[src/rtl/tsr_regs.vh]
// How it works
// RULE1: Each transfer opens with START, then a 7-bit address and a direction bit.
// RULE2: When addressed as receiver, the device acknowledges every received byte; the code leaves a pointer byte with bits 3-0 above 9 unacknowledged.
// RULE3: The master ends every access with STOP.
// RULE4: No auto-increment; each access touches only the selected register.
// RULE5: The pointer is kept, so later reads return the same register.
// RULE6: SDA falling with SCL high is START, rising with SCL high is STOP.
// RULE7: START or STOP inside a byte releases SDA and drops the transfer.
// RULE8: Slave address is 0011 followed by the three address-select pin levels.
// RULE9: Address byte acknowledged only on a match; otherwise stay off the bus.
// RULE10: Address byte bit 0 is direction: 1 read, 0 write.
// RULE11: The master gives a ninth clock after each byte for the acknowledge.
// RULE12: After the master's NAK on a read, the device keeps SDA released.
// RULE13: SCL stuck low or high for the timeout resets the serial interface.
// RULE14: Ambient temperature is read-only, loaded whole after each conversion period.
// RULE15: Alert drives when temperature leaves the upper/lower window; limits are read-write.
// RULE16: An 8-bit write-only pointer byte selects registers; it resets to zero.
// RULE17: The master writes zeros to pointer bits 7-4; bits 3-0 select.
// RULE18: Pointer 0..9 maps capability through resolution in documented order.
// RULE19: Pointer bytes beyond the ten registers are not acknowledged.
// RULE20: Only the master starts transfers and picks transmit or receive.
// RULE21: With timeout range zero the bus timeout lies between 10 and 60 ms.
// RULE22: SCL and SDA are synchronised and filtered before edge and condition detection.
`ifndef TSR_REGS_VH
`define TSR_REGS_VH
`define TSR_ADDR_HI 4'h3
`define TSR_PTR_CAP 4'h0
`define TSR_PTR_CFG 4'h1
`define TSR_PTR_UPPER 4'h2
`define TSR_PTR_LOWER 4'h3
`define TSR_PTR_CRIT 4'h4
`define TSR_PTR_TEMP 4'h5
`define TSR_PTR_MAKER 4'h6
`define TSR_PTR_DEVID 4'h7
`define TSR_PTR_EXTID 4'h8
`define TSR_PTR_RES 4'h9
`define TSR_PTR_LAST 4'h9
`define TSR_CAP_RESET 16'h00EF
`define TSR_CFG_RESET 16'h0000
`define TSR_LIMIT_RESET 16'h0000
`define TSR_RES_RESET 16'h0003
`define TSR_CFG_MASK 16'h07FF
`define TSR_LIMIT_MASK 16'h1FFC
`define TSR_RES_MASK 16'h0003
`define TSR_TEMP_MASK 16'h1FFF
`define TSR_TEMP_SIGN 12
`define TSR_CLK_HZ 25000000
`define TSR_TIMEOUT_MS 20
`define TSR_FILT_LEN 3
`endif

[src/rtl/tsr_i2c_slave.v]
`timescale 1ns/1ns
`include "tsr_regs.vh"
module tsr_i2c_slave #(
    parameter [31:0] TIMEOUT_CYCLES = (`TSR_CLK_HZ / 1000) * `TSR_TIMEOUT_MS,
    parameter [15:0] MAKER_ID = 16'h0A5A,
    parameter [15:0] DEVICE_ID = 16'h1234,
    parameter [15:0] EXT_ID = 16'h5678
) (
    input wire core_clk_i,
    input wire rst_i,
    input wire scl_i,
    input wire sda_i,
    output reg sda_o,
    output reg sda_oe_n_o,
    input wire addr_select_0_i,
    input wire addr_select_1_i,
    input wire addr_select_2_i,
    input wire [15:0] conv_data_i,
    input wire conv_done_i,
    output reg alert_o,
    output reg alert_oe_n_o,
    output reg [3:0] pointer_o,
    output reg busy_o
);
    // Arbitrary identity values above
    localparam ST_IDLE = 3'h0;
    localparam ST_ADDR = 3'h1;
    localparam ST_AACK = 3'h2;
    localparam ST_WBYTE = 3'h3;
    localparam ST_WACK = 3'h4;
    localparam ST_RBYTE = 3'h5;
    localparam ST_RACK = 3'h6;

    reg scl_m, scl_s, sda_m, sda_s;
    reg [`TSR_FILT_LEN-1:0] scl_h, sda_h;
    reg scl_f, sda_f, scl_p, sda_p;
    reg [2:0] as0, as1;
    reg [6:0] my_addr;
    reg [2:0] state;
    reg [3:0] bitcnt;
    reg [7:0] shreg;
    reg [1:0] wcount;
    reg [7:0] msb_hold;
    reg rd_lsb;
    reg [15:0] rdata;
    reg [31:0] tocnt;
    reg [15:0] configuration, upper_limit, lower_limit, critical_limit;
    reg [15:0] ambient_temperature, conversion_resolution;
    reg do_ack;

    wire scl_rise = scl_f & ~scl_p;
    wire scl_fall = ~scl_f & scl_p;
    wire start_c = scl_f & scl_p & sda_p & ~sda_f; // RULE6
    wire stop_c = scl_f & scl_p & ~sda_p & sda_f; // RULE6
    wire timeout = (tocnt >= TIMEOUT_CYCLES); // RULE13 RULE21

    // Two-flop sync, then history filter that changes only when all samples agree
    always @(posedge core_clk_i or posedge rst_i) begin
        if (rst_i) begin
            scl_m <= 1'b1;
            scl_s <= 1'b1;
            sda_m <= 1'b1;
            sda_s <= 1'b1;
            scl_h <= {`TSR_FILT_LEN{1'b1}};
            sda_h <= {`TSR_FILT_LEN{1'b1}};
            scl_f <= 1'b1;
            sda_f <= 1'b1;
            scl_p <= 1'b1;
            sda_p <= 1'b1;
            as0 <= 3'h0;
            as1 <= 3'h0;
            my_addr <= 7'h00;
        end else begin
            scl_m <= scl_i;
            scl_s <= scl_m;
            sda_m <= sda_i;
            sda_s <= sda_m;
            scl_h <= {scl_h[`TSR_FILT_LEN-2:0], scl_s};
            sda_h <= {sda_h[`TSR_FILT_LEN-2:0], sda_s};
            if (&scl_h)
                scl_f <= 1'b1;
            else if (~|scl_h)
                scl_f <= 1'b0; // RULE22
            if (&sda_h)
                sda_f <= 1'b1;
            else if (~|sda_h)
                sda_f <= 1'b0; // RULE22
            scl_p <= scl_f;
            sda_p <= sda_f;
            as0 <= {addr_select_2_i, addr_select_1_i, addr_select_0_i};
            as1 <= as0;
            my_addr <= {`TSR_ADDR_HI, as1}; // RULE8
        end
    end

    // Read mux: one register per access
    always @* begin
        case (pointer_o) // RULE4 RULE18
            `TSR_PTR_CAP: rdata = `TSR_CAP_RESET;
            `TSR_PTR_CFG: rdata = configuration;
            `TSR_PTR_UPPER: rdata = upper_limit;
            `TSR_PTR_LOWER: rdata = lower_limit;
            `TSR_PTR_CRIT: rdata = critical_limit;
            `TSR_PTR_TEMP: rdata = ambient_temperature;
            `TSR_PTR_MAKER: rdata = MAKER_ID;
            `TSR_PTR_DEVID: rdata = DEVICE_ID;
            `TSR_PTR_EXTID: rdata = EXT_ID;
            `TSR_PTR_RES: rdata = conversion_resolution;
            default: rdata = 16'h0000;
        endcase
    end

    // Serial state machine
    always @(posedge core_clk_i or posedge rst_i) begin
        if (rst_i) begin
            state <= ST_IDLE;
            bitcnt <= 4'h0;
            shreg <= 8'h00;
            wcount <= 2'h0;
            msb_hold <= 8'h00;
            rd_lsb <= 1'b0;
            do_ack <= 1'b0;
            sda_o <= 1'b1;
            sda_oe_n_o <= 1'b1;
            tocnt <= 32'h0;
            busy_o <= 1'b0;
            pointer_o <= 4'h0; // RULE16
            configuration <= `TSR_CFG_RESET;
            upper_limit <= `TSR_LIMIT_RESET;
            lower_limit <= `TSR_LIMIT_RESET;
            critical_limit <= `TSR_LIMIT_RESET;
            conversion_resolution <= `TSR_RES_RESET;
        end else begin
            if (scl_rise || scl_fall || state == ST_IDLE)
                tocnt <= 32'h0;
            else if (!timeout)
                tocnt <= tocnt + 32'h1;
            if (start_c) begin
                state <= ST_ADDR; // RULE1 RULE7
                bitcnt <= 4'h0;
                sda_oe_n_o <= 1'b1;
                busy_o <= 1'b1;
                wcount <= 2'h0;
            end else if (stop_c || timeout) begin
                state <= ST_IDLE; // RULE7 RULE13
                sda_oe_n_o <= 1'b1;
                busy_o <= 1'b0;
            end else if (scl_rise) begin
                case (state)
                    ST_ADDR, ST_WBYTE: begin
                        shreg <= {shreg[6:0], sda_f};
                        bitcnt <= bitcnt + 4'h1;
                    end
                    ST_RACK: begin
                        if (sda_f)
                            state <= ST_IDLE; // RULE12
                        else begin
                            state <= ST_RBYTE;
                            rd_lsb <= 1'b1;
                        end
                    end
                    default: ;
                endcase
            end else if (scl_fall) begin
                case (state)
                    ST_ADDR: begin
                        if (bitcnt == 4'h8) begin
                            if (shreg[7:1] == my_addr) begin // RULE9
                                state <= ST_AACK;
                                sda_o <= 1'b0;
                                sda_oe_n_o <= 1'b0;
                                do_ack <= shreg[0]; // RULE10
                            end else begin
                                state <= ST_IDLE;
                            end
                        end
                    end
                    ST_AACK: begin
                        bitcnt <= 4'h0;
                        rd_lsb <= 1'b0;
                        if (do_ack) begin
                            state <= ST_RBYTE;
                            sda_o <= rdata[15];
                            sda_oe_n_o <= 1'b0;
                            shreg <= rdata[14:7];
                            bitcnt <= 4'h1;
                        end else begin
                            state <= ST_WBYTE;
                            sda_oe_n_o <= 1'b1;
                        end
                    end
                    ST_WBYTE: begin
                        if (bitcnt == 4'h8) begin
                            bitcnt <= 4'h0;
                            if (wcount == 2'h0 && shreg[3:0] > `TSR_PTR_LAST) begin
                                state <= ST_IDLE; // RULE19
                            end else begin
                                state <= ST_WACK;
                                sda_o <= 1'b0; // RULE2
                                sda_oe_n_o <= 1'b0;
                                if (wcount == 2'h0)
                                    pointer_o <= shreg[3:0]; // RULE5 RULE16 RULE17
                                else if (wcount == 2'h1)
                                    msb_hold <= shreg;
                                else begin
                                    case (pointer_o) // RULE4 RULE15
                                        `TSR_PTR_CFG: configuration <= {msb_hold, shreg} & `TSR_CFG_MASK;
                                        `TSR_PTR_UPPER: upper_limit <= {msb_hold, shreg} & `TSR_LIMIT_MASK;
                                        `TSR_PTR_LOWER: lower_limit <= {msb_hold, shreg} & `TSR_LIMIT_MASK;
                                        `TSR_PTR_CRIT: critical_limit <= {msb_hold, shreg} & `TSR_LIMIT_MASK;
                                        `TSR_PTR_RES: conversion_resolution <= {8'h00, shreg} & `TSR_RES_MASK;
                                        default: ;
                                    endcase
                                end
                                if (wcount != 2'h2)
                                    wcount <= wcount + 2'h1;
                            end
                        end
                    end
                    ST_WACK: begin
                        state <= ST_WBYTE;
                        sda_oe_n_o <= 1'b1;
                    end
                    ST_RBYTE: begin
                        if (bitcnt == 4'h8) begin
                            state <= ST_RACK;
                            sda_oe_n_o <= 1'b1; // RULE12
                            bitcnt <= 4'h0;
                        end else if (bitcnt == 4'h0) begin
                            sda_o <= rdata[7];
                            sda_oe_n_o <= 1'b0;
                            shreg <= {rdata[6:0], 1'b0};
                            bitcnt <= 4'h1;
                        end else begin
                            sda_o <= shreg[7];
                            sda_oe_n_o <= 1'b0;
                            shreg <= {shreg[6:0], 1'b0};
                            bitcnt <= bitcnt + 4'h1;
                        end
                    end
                    default: ;
                endcase
            end
        end
    end

    // Temperature load and window alert
    always @(posedge core_clk_i or posedge rst_i) begin
        if (rst_i) begin
            ambient_temperature <= 16'h0000;
            alert_o <= 1'b0;
            alert_oe_n_o <= 1'b1;
        end else begin
            if (conv_done_i) begin
                ambient_temperature <= conv_data_i & `TSR_TEMP_MASK; // RULE14
            end
            alert_o <= 1'b0;
            alert_oe_n_o <= !(($signed(ambient_temperature[`TSR_TEMP_SIGN:0]) >
                              $signed(upper_limit[`TSR_TEMP_SIGN:0])) ||
                             ($signed(ambient_temperature[`TSR_TEMP_SIGN:0]) <
                              $signed(lower_limit[`TSR_TEMP_SIGN:0]))); // RULE15
        end
    end
endmodule

[config.mk]
export PLATFORM = sky130hd
export DESIGN_NAME = tsr_i2c_slave
export DESIGN_NICKNAME = d
export VERILOG_FILES = /design/src/rtl/tsr_i2c_slave.v
export VERILOG_INCLUDE_DIRS = /design/src /design/src/rtl
export SDC_FILE = /design/constraint.sdc
export NUM_CORES = 1
export LEC_CHECK = 0
export ABC_AREA = 1
export ABC_CLOCK_PERIOD_IN_PS = 6600
export BUFFER_PORTS_ARGS = -buffer_cell sky130_fd_sc_hd__buf_2
export CORE_ASPECT_RATIO = 0.6
export CORE_MARGIN = 1
export CORE_UTILIZATION = 60
export CTS_CLUSTER_SIZE = 30
export DETAILED_ROUTE_END_ITERATION = 16
export PLACE_DENSITY = 0.78
export SLEW_MARGIN = 20
export SYNTH_ARGS = -nofsm -noshare
export SYNTH_HDL_FRONTEND = slang
export SYNTH_SLANG_ARGS = --single-unit
[constraint.sdc]
create_clock -name core_clk_i -period 6.6 [get_ports core_clk_i]
set_input_delay 0.99 -clock core_clk_i [delete_from_list [all_inputs] [get_ports core_clk_i]]
set_output_delay 0.99 -clock core_clk_i [all_outputs]
set_load 0.005 [all_outputs]
# After elaboration in Yosys (flattened, before gate mapping)
# Cells that the tools add are included.
[word_totals]
reg_bits = 146
inputBits = 24
out_inout_bits = 9
wordCells = 205
[classes]
add_sub_neg = 3
magnitude_cmp = 4
eq_ne = 45
mux = 62
bitwise = 17
n_reduce_logical = 43
[ops]
columns = ["op", "count"]
rows = [
  ["$pmux W15 S10", 1],
  ["$mux W32", 2],
  ["$reduce_and A10 Y1", 5],
  ["$mux W8", 6],
  ["$mux W3", 11],
  ["$add A32 B1 Y32 const B", 1],
  ["$ge A32 B19 Y1 const B", 1],
  ["$mux W4", 8],
  ["$reduce_and A7 Y1", 4],
  ["$ne A2 B2 Y1 const B", 11],
  ["$mux W1", 20],
  ["$ne A4 B4 Y1 const B", 5],
  ["$mux W2", 9],
  ["$eq A4 B3 Y1 const B", 4],
  ["$pmux W8 S2", 1],
  ["$ne A5 B5 Y1 const B", 3],
  ["$pmux W3 S5", 1],
  ["$gt A13 B13 Y1", 1],
  ["$lt A13 B13 Y1", 1],
  ["$eq A4 B4 Y1 const B", 3],
  ["$pmux W4 S3", 1],
  ["$reduce_bool A2 Y1", 6],
  ["$reduce_and A11 Y1", 1],
  ["$not A1 Y1", 10],
  ["other kinds (35)", 58],
]

# Logic depth before layout (Yosys ltp)
[depth]
depth_word = 9
depth_mapped = 14
mapped_depth_nobuf = 14

# Worst setup path after synthesis
# Ideal clock, no wire load.
[synth_timing]
path_type = "register -> register"
startpoint = "register scl_p"
endpoint = "register configuration[3]"
arrival_time_ns = 1.832
slack_ns = 4.702
path_stages_with_launch = 11
n_path_buf = 1
cell_sequence = "dfstp_2 -> inv_1 -> ha_1 -> inv_2 -> nand2_1 -> inv_1 -> nand4_2 -> nor2_4 -> buf_6 -> nand3_1 -> nand2_1"
[synth_via]
elab_chain_len = 6
[synth_rtl]
columns = ["element", "line", "rtl"]
rows = [
  ["start, declared", "tsr_i2c_slave.v:36", "reg scl_f, sda_f, scl_p, sda_p;"],
  ["start signal, assigned", "tsr_i2c_slave.v:88", "scl_p <= scl_f;"],
  ["$and A1 B1 Y1", "tsr_i2c_slave.v:53, tsr_i2c_slave.v:54", ""],
  ["$and A1 B1 Y1 (2 in a row)", "tsr_i2c_slave.v:54", "wire stop_c = scl_f & scl_p & ~sda_p & sda_f;"],
  ["$logic_or A1 B1 Y1", "tsr_i2c_slave.v:144", "end else if (stop_c || timeout) begin"],
  ["$not A1 Y1 (no source line)", "n/a", ""],
  ["$reduce_and A10 Y1 (no source line) (*)", "n/a", ""],
  ["end signal, assigned", "tsr_i2c_slave.v:128", "configuration <= `TSR_CFG_RESET;"],
  ["end signal, assigned", "tsr_i2c_slave.v:207", "`TSR_PTR_CFG: configuration <= {msb_hold, shreg} & `TSR_CFG_MASK;"],
  ["end, declared", "tsr_i2c_slave.v:47", "reg [15:0] configuration, upper_limit, lower_limit, critical_limit;"],
]
# Mark *: on every way between the ends. The rest lies on a longest branch, timed or not.
# A chain may end at the register's enable or synchronous reset.

# Worst setup path in the final report
[layout_timing]
startpoint = "register scl_p"
endpoint = "register lower_limit[12]"
[layout_via]
elab_chain_len = 6
[layout_rtl]
columns = ["element", "line", "rtl"]
rows = [
  ["$and A1 B1 Y1", "tsr_i2c_slave.v:53, tsr_i2c_slave.v:54", ""],
  ["$and A1 B1 Y1 (2 in a row)", "tsr_i2c_slave.v:54", ""],
  ["$logic_or A1 B1 Y1", "tsr_i2c_slave.v:144", ""],
  ["$not A1 Y1 (no source line)", "n/a", ""],
  ["$reduce_and A10 Y1 (no source line) (*)", "n/a", ""],
  ["end signal, assigned", "tsr_i2c_slave.v:130", "lower_limit <= `TSR_LIMIT_RESET;"],
  ["end signal, assigned", "tsr_i2c_slave.v:209", "`TSR_PTR_LOWER: lower_limit <= {msb_hold, shreg} & `TSR_LIMIT_MASK;"],
  ["end, declared", "tsr_i2c_slave.v:47", ""],
]
# Marks and branches as above.

==> qor.csv <==
metric,value,unit
cp.buffers_inverters,3,
r2r-end,lower_limit[12]$_DFFE_PP0P_,
fmax,334,MHz
drt-vias-per-instance,5.70,
htreeDepth,4,
io_buffers,28,
nets,1140,
post-route-min-period,2990,ps
dp.final_hpwl,14200,um
num_rows,32,
p_sw,1.04,mW
cts_buffers,17,
ys_seq_area_frac,0.451,
min_to,my_addr[0]$_DFF_PP0_,
initial_core_util,0.624,
r2r-start,scl_p$_DFF_PP1_,
die_h,92.3,um
syn_inst,1066,
switching_share,0.368,
cts_max_path_buffers,2,
r2r_slack,3610,ps
synth_ff_type,dfrtp_1,
cts_tree,yes,
setup_viol,0,
power.density,316,nW/um^2
finClkSkew,15.9,ps
hold_path.class,register to register,
p_comb_frac,0.246,
synthTopCellsByCount,"323 x nand2_1, 127 x dfrtp_1, 119 x nand3_1",
finalSetupTns,0,ps
grt_pass1_vias,6369,
synth_area_leader_cell,dfrtp_1,
path_max_fanout,46,
endpoint_kind,register,
path_cells,inv_1 > ha_1 > inv_2 > nand2_1 > inv_1 > nand4_2 > nor2_4 > nand3_1 > nand2_1,
intPower,1.79,mW
hp-start,as1[0]$_DFF_PP0_,
num_vias,7227,
drive_gt1_frac,0.120,
drv_cap,0,
worst_pin_slew,1030,ps
min_path_cells,0,
hold_ws,349,ps
drtAntennaViolNets,0,
synth_most_common_cell,nand2_1,
grt_usage,0.307,
dpl_cell_area,8340,um^2
path_class,register to register,
drc,0,
dr.pass1.iters,8,
n_antenna_cell,0,
cts_root_buf,clkbuf_16,
maxSlewHeadroom,0.311,
leakagePower,4.48,nW
first_iter_violations,803,
grt_pass1_wl,33300,um
dpl.cell_count,1235,
p_clk_frac,0.355,
design_area,8940,um^2
report.final.slew_viol_count,0,
antenna_found_initial,0,
final_cell_count_no_fill,1267,
grt_max_degree,94,
grt_overflow,0,
gp_congestion,0.950,
dieArea,14100,um^2
finalHoldViolations,0,
finalCritPeriodShare,0.454,
status,completed,
clk_latency,430,ps
avgSynthCellArea,7.64,um^2
ios,33,
ir_drop,0.000159,V
synth_warnings,0,
ctsResizeCount,0,
die_x,152,um
crit_slowest_cell,nor2_4,
cp_top_family,simple AND/OR/NAND/NOR gates,
cts_setup_buffers,0,
path_clk_slew,70,ps
start_kind,register,
reg2reg_depth,9,
seq_power_share,0.399,
synth_fp_nets,1122,
area_growth,9.78,%
cp_slowest_stage_delay,800,ps
ys_seq_elements,146,
synth_top_cell_area_share,0.390,
cts_num_sinks,146,
wl_per_cell,15.8,um
rsz0062_at_grt,false,
hold_buffers,0,
synth_edf_count,0,
synth-async-reset-ratio,1.00,
route.final.wire_length,20100,um
coreArea,13100,um^2
synth_area,8150,um^2
crit_required,6960,ps
synth_cell_types,40,
synth_area_leaders,"dfrtp_1 39%, nand2_1 15%, nand3_1 7.3%",
cp.arrival,3360,ps
## flip-flops by register name, indices dropped and copies added, names as in the netlist, 2 cells and up
name                   cells
ambient_temperature       13
as0                        3
as1                        3
bitcnt                     4
configuration             11
conversion_resolution      2
critical_limit            11
lower_limit               11
msb_hold                   5
my_addr                    4
pointer_o                  4
scl_h                      3
sda_h                      3
shreg                      8
state                      3
tocnt                     32
upper_limit               11
wcount                     2
## worst reg2reg max path, delay by kind of cell, from the launching register on
kind | cells | cell delay, ps
adders and majority gates | 1 | 380
DFF | 1 | 560
and+or+nand+nor | 5 | 1530
buffers and inverters | 3 | 490
## layout make-up
class	count	area (um^2)
Sequential cell	146	3680
Clock buffer	20	457
Multi-Input combinational cell	758	3790
Inverter	130	493
Timing Repair Buffer	31	163
Clock inverter	12	146
Tap cell	170	213
Fill cell	1107	4110
## cell families (layout without fill, tap and decap cells)
family | after synthesis | in the layout | share of synthesized area
XOR/XNOR | 9 | 9 | 0.00968
other | 2 | 2 | 0.000922
flip-flops | 146 | 146 | 0.451
multiplexers | 8 | 8 | 0.0111
AND/OR/NAND/NOR | 626 | 626 | 0.342
AO/OA/AOI/OAI | 81 | 81 | 0.0533
buffers and inverters | 162 | 193 | 0.0828
adder cells (fa/ha/maj) | 32 | 32 | 0.0492
## worst max-delay path by stage
stage	startpoint	endpoint	slack, ps	depth (start not counted)
floorplan	rst_i	ambient_temperature[0]$_DFFE_PP0P_	1720	1
global placement	scl_p$_DFF_PP1_	lower_limit[12]$_DFFE_PP0P_	3710	9
detailed placement	scl_p$_DFF_PP1_	lower_limit[12]$_DFFE_PP0P_	3690	9
CTS	scl_p$_DFF_PP1_	lower_limit[12]$_DFFE_PP0P_	3660	9
global route	scl_p$_DFF_PP1_	lower_limit[12]$_DFFE_PP0P_	3360	9
finish	scl_p$_DFF_PP1_	lower_limit[12]$_DFFE_PP0P_	3610	9
## metrics by stage
step	power (mW)	setup slack, ps	utilization
global route	2.96	3360	0.685
detailed placement	1.81	3690	0.639
floorplan	1.61	1720	-
CTS	2.81	3660	0.685
finish	2.83	3610	0.685
global placement	1.79	3710	0.639
## power by group through the flow
stage | sequential [mW] | combinational, mW | clock, mW
after floorplan | 1.05 | 0.565 | 0
after global placement | 1.13 | 0.660 | 0
after detailed placement | 1.14 | 0.676 | 0
after CTS | 1.12 | 0.684 | 1.01
after global routing | 1.14 | 0.782 | 1.05
final | 1.13 | 0.695 | 1.00
## layer usage
| layer | part of all wire | vias up | global-route usage |
|---|---|---|---|
| met5 | 0 | - | 0 |
| met4 | 0.013 | 0 | 0.0707 |
| met3 | 0.11 | 32 | 0.0893 |
| met2 | 0.39 | 327 | 0.398 |
| met1 | 0.49 | 3419 | 0.490 |
| li1 | - | 3449 | - |
## cell usage in the layout (no fill, tap or decap), drive strengths merged, types with 19 or more instances in the layout
cell type and n:
a21oi 30, dfrtp 127, nand3 126, buf 31, inv 130, ha 32
o21ai 39, nor3 23, dfstp 19, nand2 328, nand4 24, nor2 118
clkbuf 20
Power figures use the tool's default switching activity.
